===== config.mk =====
export PLATFORM = sky130hd
export DESIGN_NAME = ufc_top
export DESIGN_NICKNAME = d
export VERILOG_FILES = /design/src/core/ufc_pkg.sv /design/src/core/ufc_fifo.sv /design/src/core/ufc_level.sv /design/src/core/ufc_top.sv
export SDC_FILE = /design/constraint.sdc
export NUM_CORES = 2
export LEC_CHECK = 0
export BUFFER_PORTS_ARGS = -buffer_cell sky130_fd_sc_hd__buf_2
export CAP_MARGIN = 20
export CORE_ASPECT_RATIO = 1.75
export CORE_MARGIN = 5
export CORE_UTILIZATION = 60
export CTS_CLUSTER_DIAMETER = 120
export DETAILED_ROUTE_END_ITERATION = 8
export PLACE_DENSITY = 0.79
export SLEW_MARGIN = 0
export SYNTH_ARGS = -nofsm -noshare
export SYNTH_HDL_FRONTEND = slang
export SYNTH_SLANG_ARGS = --single-unit

===== constraint.sdc =====
create_clock -name aclk -period 5.5 [get_ports aclk]
set_input_delay 1.1 -clock aclk [delete_from_list [all_inputs] [get_ports aclk]]
set_output_delay 1.1 -clock aclk [all_outputs]
set_load 0.02 [all_outputs]

===== src/core/ufc_pkg.sv =====
// Package for the UART FIFO control block: offsets, levels, field layouts
package ufc_pkg;

  // ----------------------------------------------------------------
  // Bus geometry and responses
  // ----------------------------------------------------------------
  localparam int UFC_ADDR_W = 8;                 // Byte address width of the register window
  localparam logic [1:0] UFC_RESP_OKAY = 2'h0;   // Normal completion
  localparam logic [1:0] UFC_RESP_SLVERR = 2'h2; // Unmapped offset

  // ----------------------------------------------------------------
  // Register offsets (byte addresses, one aligned word each)
  // ----------------------------------------------------------------
  localparam logic [UFC_ADDR_W-1:0] UFC_OFS_FIFO_CONTROL = 8'h00;    // Write only
  localparam logic [UFC_ADDR_W-1:0] UFC_OFS_ENHANCED = 8'h04;        // Enhanced function enable
  localparam logic [UFC_ADDR_W-1:0] UFC_OFS_HOLDING = 8'h08;         // Write pushes tx, read pops rx
  localparam logic [UFC_ADDR_W-1:0] UFC_OFS_STATUS = 8'h0C;          // Live state, read only
  localparam logic [UFC_ADDR_W-1:0] UFC_OFS_IRQ_STATUS = 8'h10;      // Sticky events, write one clears
  localparam logic [UFC_ADDR_W-1:0] UFC_OFS_IRQ_MASK = 8'h14;        // One enables an event

  // ----------------------------------------------------------------
  // FIFO geometry and trigger levels
  // ----------------------------------------------------------------
  localparam int UFC_DEPTH = 64;       // Entries per holding store
  localparam int UFC_CHAR_W = 8;       // Character width
  localparam int UFC_ERR_W = 3;        // Break, framing, parity per character
  localparam int UFC_CNT_W = 7;        // Fill count, 0..64
  localparam int UFC_EFR_ENH_BIT = 4;  // Enhanced function enable position
  localparam logic [UFC_CNT_W-1:0] UFC_RX_LVL0 = 7'h08;  // 8 characters
  localparam logic [UFC_CNT_W-1:0] UFC_RX_LVL1 = 7'h10;  // 16 characters
  localparam logic [UFC_CNT_W-1:0] UFC_RX_LVL2 = 7'h38;  // 56 characters
  localparam logic [UFC_CNT_W-1:0] UFC_RX_LVL3 = 7'h3C;  // 60 characters
  localparam logic [UFC_CNT_W-1:0] UFC_TX_LVL0 = 7'h08;  // 8 spaces
  localparam logic [UFC_CNT_W-1:0] UFC_TX_LVL1 = 7'h10;  // 16 spaces
  localparam logic [UFC_CNT_W-1:0] UFC_TX_LVL2 = 7'h20;  // 32 spaces
  localparam logic [UFC_CNT_W-1:0] UFC_TX_LVL3 = 7'h38;  // 56 spaces

  // ----------------------------------------------------------------
  // Field layouts
  // ----------------------------------------------------------------
  // FIFO control byte, bit 7 first
  typedef struct packed {
    logic [1:0] rx_trig;   // Receive threshold code
    logic [1:0] tx_trig;   // Transmit threshold code
    logic dma_mode;        // DMA signalling mode
    logic tx_reset;        // Transmit FIFO flush request
    logic rx_reset;        // Receive FIFO flush request
    logic fifo_en;         // Receive FIFO enabled
  } ufc_fcr_t;

  // Interrupt event bits, shared by status and mask
  typedef struct packed {
    logic tx_overflow;     // Write to a full transmit FIFO
    logic rx_overflow;     // Character lost on receive
    logic tx_hit;          // Transmit threshold reached
    logic rx_hit;          // Receive threshold reached
  } ufc_irq_t;

  // Status word as read by software
  typedef struct packed {
    logic [4:0] zero;              // Reads as zero
    logic efr_enh;                 // Enhanced function enable
    logic tx_hit;                  // Transmit threshold level
    logic rx_hit;                  // Receive threshold level
    logic [7:0] fifo_control;               // Live FIFO control bits
    logic [UFC_CNT_W:0] tx_count;  // Transmit fill, zero padded
    logic [UFC_CNT_W:0] rx_count;  // Receive fill, zero padded
  } ufc_status_t;

  // Receive entry: error status beside the character
  typedef struct packed {
    logic [UFC_ERR_W-1:0] err;
    logic [UFC_CHAR_W-1:0] data;
  } ufc_rx_entry_t;

endpackage : ufc_pkg


===== src/core/ufc_fifo.sv =====
// Flip-flop FIFO with flush, used for both holding stores
`timescale 1ns/1ps
`default_nettype none

module ufc_fifo #(
  parameter int WIDTH = 8,
  parameter int DEPTH = 64,
  parameter int CW = 7
) (
  // Clock and reset
  input wire logic aclk,
  input wire logic aresetn,
  // Fill side
  input wire logic flush,
  input wire logic push,
  input wire logic [WIDTH-1:0] push_data,
  // Drain side
  input wire logic pop,
  output logic [WIDTH-1:0] pop_data,
  // Fill state
  output logic full,
  output logic empty,
  output logic [CW-1:0] count
);

  localparam int AW = $clog2(DEPTH);  // Pointer width; DEPTH must be a power of two

  // All state of the FIFO
  typedef struct packed {
    logic [DEPTH-1:0][WIDTH-1:0] mem;  // Storage, one flop word per entry
    logic [AW-1:0] wr_ptr;             // Next write slot
    logic [AW-1:0] rd_ptr;             // Oldest entry
    logic [CW-1:0] cnt;                // Entries held
  } ufc_fifo_st_t;

  ufc_fifo_st_t s_r;
  ufc_fifo_st_t s_nxt;
  logic push_ok;
  logic pop_ok;

  // ----------------------------------------------------------------
  // Next state
  // ----------------------------------------------------------------
  // Flush wins; a push in the flush cycle lands in slot zero
  always_comb
  begin
    s_nxt = s_r;
    push_ok = 1'b0;
    pop_ok = 1'b0;
    if (flush)
    begin
      s_nxt.wr_ptr = '0;
      s_nxt.rd_ptr = '0;
      s_nxt.cnt = '0;
      if (push)
      begin
        s_nxt.mem[0] = push_data;
        s_nxt.wr_ptr = AW'(1);
        s_nxt.cnt = CW'(1);
      end
    end
    else
    begin
      // A pop frees room for a push in the same cycle
      pop_ok = pop && !empty;
      push_ok = push && (!full || pop_ok);
      if (push_ok)
      begin
        s_nxt.mem[s_r.wr_ptr] = push_data;
        s_nxt.wr_ptr = AW'(s_r.wr_ptr + AW'(1));
      end
      if (pop_ok)
        s_nxt.rd_ptr = AW'(s_r.rd_ptr + AW'(1));
      s_nxt.cnt = CW'(s_r.cnt + CW'(push_ok) - CW'(pop_ok));
    end
  end

  // State register
  always_ff @(posedge aclk)
  begin
    if (!aresetn)
      s_r <= '0;
    else
      s_r <= s_nxt;
  end

  // Outputs straight from the flops
  assign pop_data = s_r.mem[s_r.rd_ptr];
  assign count = s_r.cnt;
  assign empty = (s_r.cnt == '0);
  assign full = (s_r.cnt == CW'(DEPTH));

endmodule : ufc_fifo

`default_nettype wire


===== src/core/ufc_level.sv =====
// Threshold decode and compare for one trigger field
`timescale 1ns/1ps
`default_nettype none

module ufc_level #(
  parameter bit IS_RX = 1'b1
) (
  // Threshold code and the fill to compare
  input wire logic [1:0] sel,
  input wire logic [ufc_pkg::UFC_CNT_W-1:0] fill,
  // Reached
  output logic hit
);

  logic [ufc_pkg::UFC_CNT_W-1:0] level;  // Decoded threshold

  // Receive counts characters, transmit counts free spaces
  always_comb
  begin
    unique case (sel)
      2'h0: level = IS_RX ? ufc_pkg::UFC_RX_LVL0 : ufc_pkg::UFC_TX_LVL0;
      2'h1: level = IS_RX ? ufc_pkg::UFC_RX_LVL1 : ufc_pkg::UFC_TX_LVL1;
      2'h2: level = IS_RX ? ufc_pkg::UFC_RX_LVL2 : ufc_pkg::UFC_TX_LVL2;
      2'h3: level = IS_RX ? ufc_pkg::UFC_RX_LVL3 : ufc_pkg::UFC_TX_LVL3;
    endcase
    hit = (fill >= level);
  end

endmodule : ufc_level

`default_nettype wire


===== src/core/ufc_top.sv =====
// UART FIFO control: AXI4-Lite slave, control byte, holding FIFOs, interrupt
//
// Overview of operation
// - Control register is write only, reads zero
// - Bits 7:6 pick receive threshold 8/16/56/60
// - Bits 5:4 pick transmit free-space threshold
// - Transmit threshold writable only with enhanced enable
// - Bit 3 selects DMA signalling mode
// - Bit 2 flushes transmit FIFO, zero ignored
// - Transmit flush leaves shift register alone
// - Bit 1 flushes receive FIFO, zero ignored
// - Receive flush leaves shift register alone
// - Flush bits clear themselves after flushing
// - Bit 0 enables or disables the receive FIFO; the transmit FIFO is always on
// - Enable and flush bits reset to zero
// - Two 64-entry byte FIFOs, receive keeps errors
// - Disabled receive uses slot zero, overwrites
//
// Register access over AXI4-Lite and the register addresses were decided locally.
`timescale 1ns/1ps
`default_nettype none

module ufc_top #(
  parameter int DEPTH = ufc_pkg::UFC_DEPTH
) (
  // Clock and reset
  input wire logic aclk,
  input wire logic aresetn,
  // AXI4-Lite write address
  input wire logic s_axil_awvalid,
  output logic s_axil_awready,
  input wire logic [ufc_pkg::UFC_ADDR_W-1:0] s_axil_awaddr,
  input wire logic [2:0] s_axil_awprot,
  // AXI4-Lite write data
  input wire logic s_axil_wvalid,
  output logic s_axil_wready,
  input wire logic [31:0] s_axil_wdata,
  input wire logic [3:0] s_axil_wstrb,
  // AXI4-Lite write response
  output logic s_axil_bvalid,
  input wire logic s_axil_bready,
  output logic [1:0] s_axil_bresp,
  // AXI4-Lite read address
  input wire logic s_axil_arvalid,
  output logic s_axil_arready,
  input wire logic [ufc_pkg::UFC_ADDR_W-1:0] s_axil_araddr,
  input wire logic [2:0] s_axil_arprot,
  // AXI4-Lite read data
  output logic s_axil_rvalid,
  input wire logic s_axil_rready,
  output logic [31:0] s_axil_rdata,
  output logic [1:0] s_axil_rresp,
  // Transmit shift register side
  output logic tx_valid,
  input wire logic tx_ready,
  output logic [ufc_pkg::UFC_CHAR_W-1:0] tx_data,
  // Receive shift register side
  input wire logic rx_valid,
  input wire ufc_pkg::ufc_rx_entry_t rx_entry,
  // Mode and threshold indications
  output logic fifo_enable,
  output logic dma_mode,
  output logic rx_trigger,
  output logic tx_trigger,
  // Interrupt
  output logic irq
);

  // ----------------------------------------------------------------
  // State
  // ----------------------------------------------------------------
  localparam int ENTRY_W = ufc_pkg::UFC_CHAR_W + ufc_pkg::UFC_ERR_W;  // Receive entry width

  // All state of the block
  typedef struct packed {
    logic aw_held;                               // Write address captured
    logic [ufc_pkg::UFC_ADDR_W-1:0] aw_addr;     // Captured write address
    logic w_held;                                // Write data captured
    logic [31:0] wdata;                          // Captured write data
    logic [3:0] wstrb;                           // Captured byte strobes
    logic bvalid;                                // Write response pending
    logic [1:0] bresp;                           // Write response code
    logic rvalid;                                // Read data pending
    logic [1:0] rresp;                           // Read response code
    logic [31:0] rdata;                          // Read data
    ufc_pkg::ufc_fcr_t fifo_control;                      // Live FIFO control bits
    logic efr_enh;                               // Enhanced function enable
    ufc_pkg::ufc_irq_t irq_status;               // Sticky events
    ufc_pkg::ufc_irq_t irq_mask;                 // Event enables
    logic rx_hit;                                // Registered receive threshold
    logic tx_hit;                                // Registered transmit threshold
  } ufc_top_st_t;

  ufc_top_st_t s_r;
  ufc_top_st_t s_nxt;

  // FIFO hookup
  logic tx_push;                                 // Holding write from software
  logic tx_full;
  logic tx_empty;
  logic [ufc_pkg::UFC_CNT_W-1:0] tx_count;
  logic [ufc_pkg::UFC_CNT_W-1:0] tx_free;        // Free spaces for the threshold
  logic rx_push;                                 // Character into receive store
  logic rx_flush;                                // Flush or overwrite in slot zero
  logic rx_pop;                                  // Holding read from software
  logic rx_full;
  logic rx_empty;
  logic [ufc_pkg::UFC_CNT_W-1:0] rx_count;
  logic [ENTRY_W-1:0] rx_head;                   // Oldest receive entry
  logic rx_hit_now;                              // Live receive threshold compare
  logic tx_hit_now;                              // Live transmit threshold compare

  // Bus decode
  logic wr_fire;                                 // Both halves of a write held
  logic rd_fire;                                 // Read address taken
  logic [ufc_pkg::UFC_ADDR_W-1:0] wr_ofs;        // Word aligned write offset
  logic [ufc_pkg::UFC_ADDR_W-1:0] rd_ofs;        // Word aligned read offset
  ufc_pkg::ufc_fcr_t wr_fcr;                     // Write data seen as control byte
  ufc_pkg::ufc_irq_t wr_irq;                     // Write data seen as event bits
  ufc_pkg::ufc_irq_t events;                     // Events raised this cycle
  ufc_pkg::ufc_status_t status;                  // Status word
  ufc_pkg::ufc_rx_entry_t rx_word;               // Receive head, split

  // ----------------------------------------------------------------
  // Holding stores
  // ----------------------------------------------------------------
  // transmit 64-entry store
  ufc_fifo #(
    .WIDTH(ufc_pkg::UFC_CHAR_W),
    .DEPTH(DEPTH),
    .CW(ufc_pkg::UFC_CNT_W)
  ) u_tx_fifo (
    .aclk(aclk),
    .aresetn(aresetn),
    .flush(s_r.fifo_control.tx_reset),
    .push(tx_push),
    .push_data(s_r.wdata[ufc_pkg::UFC_CHAR_W-1:0]),
    .pop(tx_valid && tx_ready),
    .pop_data(tx_data),
    .full(tx_full),
    .empty(tx_empty),
    .count(tx_count)
  );

  // input side is only a strobe, shift register unaffected
  ufc_fifo #(
    .WIDTH(ENTRY_W),
    .DEPTH(DEPTH),
    .CW(ufc_pkg::UFC_CNT_W)
  ) u_rx_fifo (
    .aclk(aclk),
    .aresetn(aresetn),
    .flush(rx_flush),
    .push(rx_push),
    .push_data(rx_entry),
    .pop(rx_pop),
    .pop_data(rx_head),
    .full(rx_full),
    .empty(rx_empty),
    .count(rx_count)
  );

  ufc_level #(
    .IS_RX(1'b1)
  ) u_rx_level (
    .sel(s_r.fifo_control.rx_trig),
    .fill(rx_count),
    .hit(rx_hit_now)
  );

  ufc_level #(
    .IS_RX(1'b0)
  ) u_tx_level (
    .sel(s_r.fifo_control.tx_trig),
    .fill(tx_free),
    .hit(tx_hit_now)
  );

  // ----------------------------------------------------------------
  // Datapath glue
  // ----------------------------------------------------------------
  // Decode helpers and FIFO strobes
  always_comb
  begin
    tx_free = ufc_pkg::UFC_CNT_W'(DEPTH) - tx_count;
    wr_fire = s_r.aw_held && s_r.w_held && !s_r.bvalid;
    rd_fire = s_axil_arvalid && !s_r.rvalid;
    wr_ofs = {s_r.aw_addr[ufc_pkg::UFC_ADDR_W-1:2], 2'h0};
    rd_ofs = {s_axil_araddr[ufc_pkg::UFC_ADDR_W-1:2], 2'h0};
    wr_fcr = s_r.wdata[7:0];
    wr_irq = s_r.wdata[3:0];
    rx_word = rx_head;
    // Holding write needs the low byte lane
    tx_push = wr_fire && (wr_ofs == ufc_pkg::UFC_OFS_HOLDING) && s_r.wstrb[0];
    // Popping an empty store is harmless, the FIFO ignores it
    rx_pop = rd_fire && (rd_ofs == ufc_pkg::UFC_OFS_HOLDING);
    rx_push = rx_valid;
    // flush while the pending bit stands
    rx_flush = s_r.fifo_control.rx_reset || (!s_r.fifo_control.fifo_en && rx_valid);
    // Events of this cycle
    events.rx_hit = rx_hit_now && !s_r.rx_hit;
    events.tx_hit = tx_hit_now && !s_r.tx_hit;
    events.rx_overflow = rx_valid && (s_r.fifo_control.fifo_en ? (rx_full && !rx_pop) : !rx_empty);
    events.tx_overflow = tx_push && tx_full && !(tx_valid && tx_ready);
    // Status word
    status.zero = '0;
    status.efr_enh = s_r.efr_enh;
    status.tx_hit = s_r.tx_hit;
    status.rx_hit = s_r.rx_hit;
    status.fifo_control = s_r.fifo_control;
    status.tx_count = {1'h0, tx_count};
    status.rx_count = {1'h0, rx_count};
  end

  // ----------------------------------------------------------------
  // Next state
  // ----------------------------------------------------------------
  // Bus channels, register writes, self clearing flushes, events
  always_comb
  begin
    s_nxt = s_r;
    // Thresholds are registered so the outputs come from flops
    s_nxt.rx_hit = rx_hit_now;
    s_nxt.tx_hit = tx_hit_now;
    // flush bits drop once the flush cycle is done
    s_nxt.fifo_control.tx_reset = 1'b0;
    s_nxt.fifo_control.rx_reset = 1'b0;

    // Capture address and data in either order
    if (s_axil_awvalid && s_axil_awready)
    begin
      s_nxt.aw_held = 1'b1;
      s_nxt.aw_addr = s_axil_awaddr;
    end
    if (s_axil_wvalid && s_axil_wready)
    begin
      s_nxt.w_held = 1'b1;
      s_nxt.wdata = s_axil_wdata;
      s_nxt.wstrb = s_axil_wstrb;
    end

    // Execute a write once both halves are in
    if (wr_fire)
    begin
      s_nxt.aw_held = 1'b0;
      s_nxt.w_held = 1'b0;
      s_nxt.bvalid = 1'b1;
      s_nxt.bresp = ufc_pkg::UFC_RESP_OKAY;
      unique case (wr_ofs)
        ufc_pkg::UFC_OFS_FIFO_CONTROL:
        begin
          if (s_r.wstrb[0])
          begin
            s_nxt.fifo_control.rx_trig = wr_fcr.rx_trig;
            if (s_r.efr_enh)
              s_nxt.fifo_control.tx_trig = wr_fcr.tx_trig;
            s_nxt.fifo_control.dma_mode = wr_fcr.dma_mode;
            // a zero leaves the flush bits alone
            s_nxt.fifo_control.tx_reset = wr_fcr.tx_reset;
            s_nxt.fifo_control.rx_reset = wr_fcr.rx_reset;
            s_nxt.fifo_control.fifo_en = wr_fcr.fifo_en;
          end
        end
        ufc_pkg::UFC_OFS_ENHANCED:
        begin
          if (s_r.wstrb[0])
            s_nxt.efr_enh = s_r.wdata[ufc_pkg::UFC_EFR_ENH_BIT];
        end
        ufc_pkg::UFC_OFS_HOLDING:
        begin
          // Push handled by the FIFO strobe
        end
        ufc_pkg::UFC_OFS_STATUS:
        begin
          // Read only, write dropped
        end
        ufc_pkg::UFC_OFS_IRQ_STATUS:
        begin
          // Write one clears, applied before new events
          if (s_r.wstrb[0])
            s_nxt.irq_status = s_r.irq_status & ~wr_irq;
        end
        ufc_pkg::UFC_OFS_IRQ_MASK:
        begin
          if (s_r.wstrb[0])
            s_nxt.irq_mask = wr_irq;
        end
        default:
          s_nxt.bresp = ufc_pkg::UFC_RESP_SLVERR;
      endcase
    end

    // Set wins over a clear in the same cycle
    s_nxt.irq_status = s_nxt.irq_status | events;

    // Write response retires on its handshake
    if (s_r.bvalid && s_axil_bready)
      s_nxt.bvalid = 1'b0;

    // Read data retires on its handshake
    if (s_r.rvalid && s_axil_rready)
      s_nxt.rvalid = 1'b0;

    // Read: data registered one cycle after the address is taken
    if (rd_fire)
    begin
      s_nxt.rvalid = 1'b1;
      s_nxt.rresp = ufc_pkg::UFC_RESP_OKAY;
      s_nxt.rdata = '0;
      unique case (rd_ofs)
        ufc_pkg::UFC_OFS_FIFO_CONTROL:
        begin
          s_nxt.rdata = '0;
        end
        ufc_pkg::UFC_OFS_ENHANCED:
          s_nxt.rdata[ufc_pkg::UFC_EFR_ENH_BIT] = s_r.efr_enh;
        ufc_pkg::UFC_OFS_HOLDING:
        begin
          // Empty store reads zero rather than stale data
          if (!rx_empty)
            s_nxt.rdata[ENTRY_W-1:0] = {rx_word.err, rx_word.data};
        end
        ufc_pkg::UFC_OFS_STATUS:
          s_nxt.rdata = status;
        ufc_pkg::UFC_OFS_IRQ_STATUS:
          s_nxt.rdata[3:0] = s_r.irq_status;
        ufc_pkg::UFC_OFS_IRQ_MASK:
          s_nxt.rdata[3:0] = s_r.irq_mask;
        default:
          s_nxt.rresp = ufc_pkg::UFC_RESP_SLVERR;
      endcase
    end
  end

  // State register
  // everything, control bits included, resets to zero
  always_ff @(posedge aclk)
  begin
    if (!aresetn)
      s_r <= '0;
    else
      s_r <= s_nxt;
  end

  // ----------------------------------------------------------------
  // Outputs
  // ----------------------------------------------------------------
  // One write and one read in flight; stall capture while a response waits
  assign s_axil_awready = !s_r.aw_held && !s_r.bvalid;
  assign s_axil_wready = !s_r.w_held && !s_r.bvalid;
  assign s_axil_bvalid = s_r.bvalid;
  assign s_axil_bresp = s_r.bresp;
  assign s_axil_arready = !s_r.rvalid;
  assign s_axil_rvalid = s_r.rvalid;
  assign s_axil_rdata = s_r.rdata;
  assign s_axil_rresp = s_r.rresp;
  // Transmit store drains even when disabled: it still holds the byte
  assign tx_valid = !tx_empty;
  // enable seen by the rest of the channel
  assign fifo_enable = s_r.fifo_control.fifo_en;
  assign dma_mode = s_r.fifo_control.dma_mode;
  assign rx_trigger = s_r.rx_hit;
  assign tx_trigger = s_r.tx_hit;
  // Level interrupt from any unmasked sticky bit
  assign irq = |(s_r.irq_status & s_r.irq_mask);

endmodule : ufc_top

`default_nettype wire


==> metrics <==
worst slew pin tran=between 1 and 1.5 ns; Design Area, Final=around 0.063 mm2; Hold Path Cell Cnt=2; H-tree Lvls=3; Comb pwr share=0.080; reg-to-reg critical path endpoint=s_axil_rdata[1]$_SDFFE_PN0P_; initial core utilization=0.601; most common library cells after synthesis=nand2_1, dfxtp_1, a21oi_1; status=completed; global-route wire length before repair=between 200000 and 300000 um; critical-path cell list=buf_12 > mux4_2 > mux4_2 > a22oi_1 > nand2_1 > buf_2; FF-to-FF Start=u_rx_fifo.s_r[10]$_SDFFE_PP0P_; max incr delay on CP=0.62 ns; maximum capacitance violations=0; initial drt markers=around 5300; Hold Buf Count CTS=0; top layer in use=met4; initial antenna violation count=2; final WL=178000 um; Crit Path Class=flip-flop to output port; cell leakage power=between 0.015 and 0.02 uW; Post-DP Area=0.0591 mm2; final setup vio count=0; GR Overflow Total=0; most frequent cell after synthesis=nand2_1; most used cell, CP=mux4_2; Ys Warns=0; worst hold start=u_tx_fifo.s_r[140]$_SDFFE_PN0P_; WL/cell=between 20 and 25 um; placer congestion estimate=approximately 1.0; max-slew violation count=0; WHS Endpoint=u_tx_fifo.s_r[140]$_SDFFE_PN0P_; Worst-Skew Late Latency=0.75 ns; CTS tree=done; vias per cell=between 6 and 7; internal power=around 15000 uW; critical path peak fanout=40; post-CTS sizing=0; Net Sw Frac=0.243; wl on met1=between 50000 and 60000 um; Worst Path Required=between 4 and 5 ns; critical path arrival=~3.7 ns; global-route usage over all layers=0.329; startpoint types=flip-flop; Chip Height=approximately 420 um; drt pass-1 iters=6; DIE WIDTH=between 200 and 250 um; detailed placer's ending HPWL=between 100000 and 150000 um; Port Buf Inserts=87; DR WL met3=around 15000 um; Area growth, synth to finish=7.18%; row count=between 150 and 200; CTS max path bufs=3; Power Density=~310 mW/mm2; Final Critical Period=roughly 4.8 ns; post-synth top area share=0.450; Max VDD drop=~260 uV; setup TNS=0 ns; Vias=~50000; Clk network pwr share=0.426; Yosys reg bits=1320; Critical Path Slowest Stage Cell=mux4_2; asr flop ratio synth=0; DRC viols=0; Hold WC Path Type=flip-flop to flip-flop; final hold vios=0; Final ANT Viol Nets=0; CTS buffer count=113; Net Sw Power=4800 uW; Seq/Total Area, Yosys=0.450; clock slew at reported path FFs=0.07 ns; met2 wire length=~86000 um; reg2reg setup slack=about 1.7 ns; sequential share of power=0.494; Mean Syn Cell Area=between 8 and 9 um2; Setup Buffers After CTS=0; CTS sink count=~1300; Nets=around 6700; share of cells above drive strength 1=0.113; Syn Inst Count=slightly below 7000; unrepaired setup endpoints after global routing=no; Final Cycle Share=0.870; cell taking the most area after synthesis=dfxtp_1; core area=between 0.09 and 0.1 mm2; Critical Path End Type=output port; IO Pins=133; Max Fclk=209 MHz; largest net degree at the start of global routing=approximately 270; vias in the first global route=between 40000 and 50000; Root Buffer=clkbuf_16; Worst Reg2Reg Path Length in Cells=6; Post-synth EDFFs=0; headroom to the max-slew limit=0.0840; Main synth FF type=dfxtp_1; post-synthesis cell type count=slightly above 70; Synth area leaders=dfxtp_1, nand2_1, mux4_2, a21oi_1, mux2i_1; Clock Skew=0.0425 ns; Netlist Area Pre-Place=between 0.05 and 0.06 mm2; area of the die=roughly 0.10 mm2
==> critical path: cells and delay by family, from the launching register on <==
family,cells,cell delay (ns)
and+or+nand+nor,1,0.11
muxes,2,1.09
AOI/OAI and AO/OA,1,0.53
buffers and inverters,2,0.54
DFF,1,0.61
==> flip-flops by register name (all words and copies together) (netlist names), 7 cells and up <==
name,count
u_rx_fifo.s_r,716
u_tx_fifo.s_r,524
u_tx_fifo.count,7
s_axil_rdata,26
u_rx_fifo.count,7
s_r,32
==> metrics by stage <==
stage	hold WS (ns)	utilization	std cells	setup slack, ns	power (uW)
after floorplan	0.429	-	6893	1.32	11100
after global routing	0.464	0.644	7952	0.538	20300
after detailed placement	0.440	0.605	7747	0.963	11500
final	0.450	0.644	7953	0.713	19800
after CTS	0.450	0.644	7950	0.741	19800
after global placement	0.434	0.605	7747	1.04	11500
==> per-layer routing <==
metal,up-vias,global-route usage
li1,22900,-
met1,23900,0.354
met2,2605,0.551
met3,797,0.0573
met4,0,0.289
met5,-,0
==> worst max-delay path by stage <==
stage / start / endpoint / cells past startpoint
6_report: u_tx_fifo.s_r[7]$_SDFFE_PP0P_ / tx_data[4] / 6
5_1_grt: u_tx_fifo.s_r[7]$_SDFFE_PP0P_ / tx_data[2] / 6
4_1_cts: u_tx_fifo.s_r[7]$_SDFFE_PP0P_ / tx_data[0] / 6
3_5_place_dp: s_axil_araddr[4] / u_rx_fifo.count[6]$_SDFF_PP0_ / 14
3_3_place_gp: s_axil_araddr[4] / u_rx_fifo.count[6]$_SDFF_PP0_ / 14
2_1_floorplan: s_axil_araddr[5] / u_rx_fifo.count[6]$_SDFF_PP0_ / 13
==> area by class of cell <==
cell class | instances | area (um2)
clock buffers | 169 | 3360
flip-flops and latches | 1320 | 26500
repair buffers | 203 | 1480
fillers | 7914 | 34800
clock inverters | 34 | 502
well taps | 1309 | 1640
inverters | 33 | 131
multi-input cells | 4883 | 29400
diodes | 2 | 5.00
==> power by group through the flow <==
stage | Clock, uW | Sequential (uW) | Combinational (uW)
2_1_floorplan | 0 | 9890 | 1240
3_3_place_gp | 0 | 9980 | 1530
3_5_place_dp | 0 | 9980 | 1550
4_1_cts | 8480 | 9760 | 1560
5_1_grt | 8870 | 9770 | 1680
6_report | 8430 | 9760 | 1580
==> layout by cell type, fill, tap and decap left out, types with 10 or more instances in the layout <==
master     Yosys  layout
a211oi_1      18      18
a21oi_1     1183    1183
a22oi_1       52      52
and2_1        27      25
and3_1        12      12
buf_12         0      14
buf_2        101      87
buf_4         72     101
bufinv_16      0      12
clkbuf_1     434      27
clkbuf_16      0     116
clkbuf_8       0      26
clkinv_2       0      15
dfxtp_1     1320    1304
dfxtp_2        0      11
ha_1          35      35
inv_1         32      31
mux2i_1      212     212
mux4_2       305     305
nand2_1     1927    1927
nand3_1      282     279
nand3b_1      10      10
nand4_1       16      16
nor2_1       275     274
nor2b_1       20      20
nor3_1        18      17
o21ai_0      295     294
o22ai_1       23      23
xnor2_1       18      18
xor2_1        16      16
==> kinds of logic after synthesis <==
| logic type | after synthesis | share of synthesized area |
|---|---|---|
| flops | 1320 | 0.450 |
| fa+ha+maj | 37 | 0.00813 |
| compound gates | 1630 | 0.146 |
| xor+xnor | 34 | 0.00507 |
| buf+inv | 690 | 0.0520 |
| other cells | 1 | 0.0000638 |
| simple gates | 2652 | 0.185 |
| mux | 522 | 0.154 |
No activity file was read; power rests on OpenSTA's default activity.
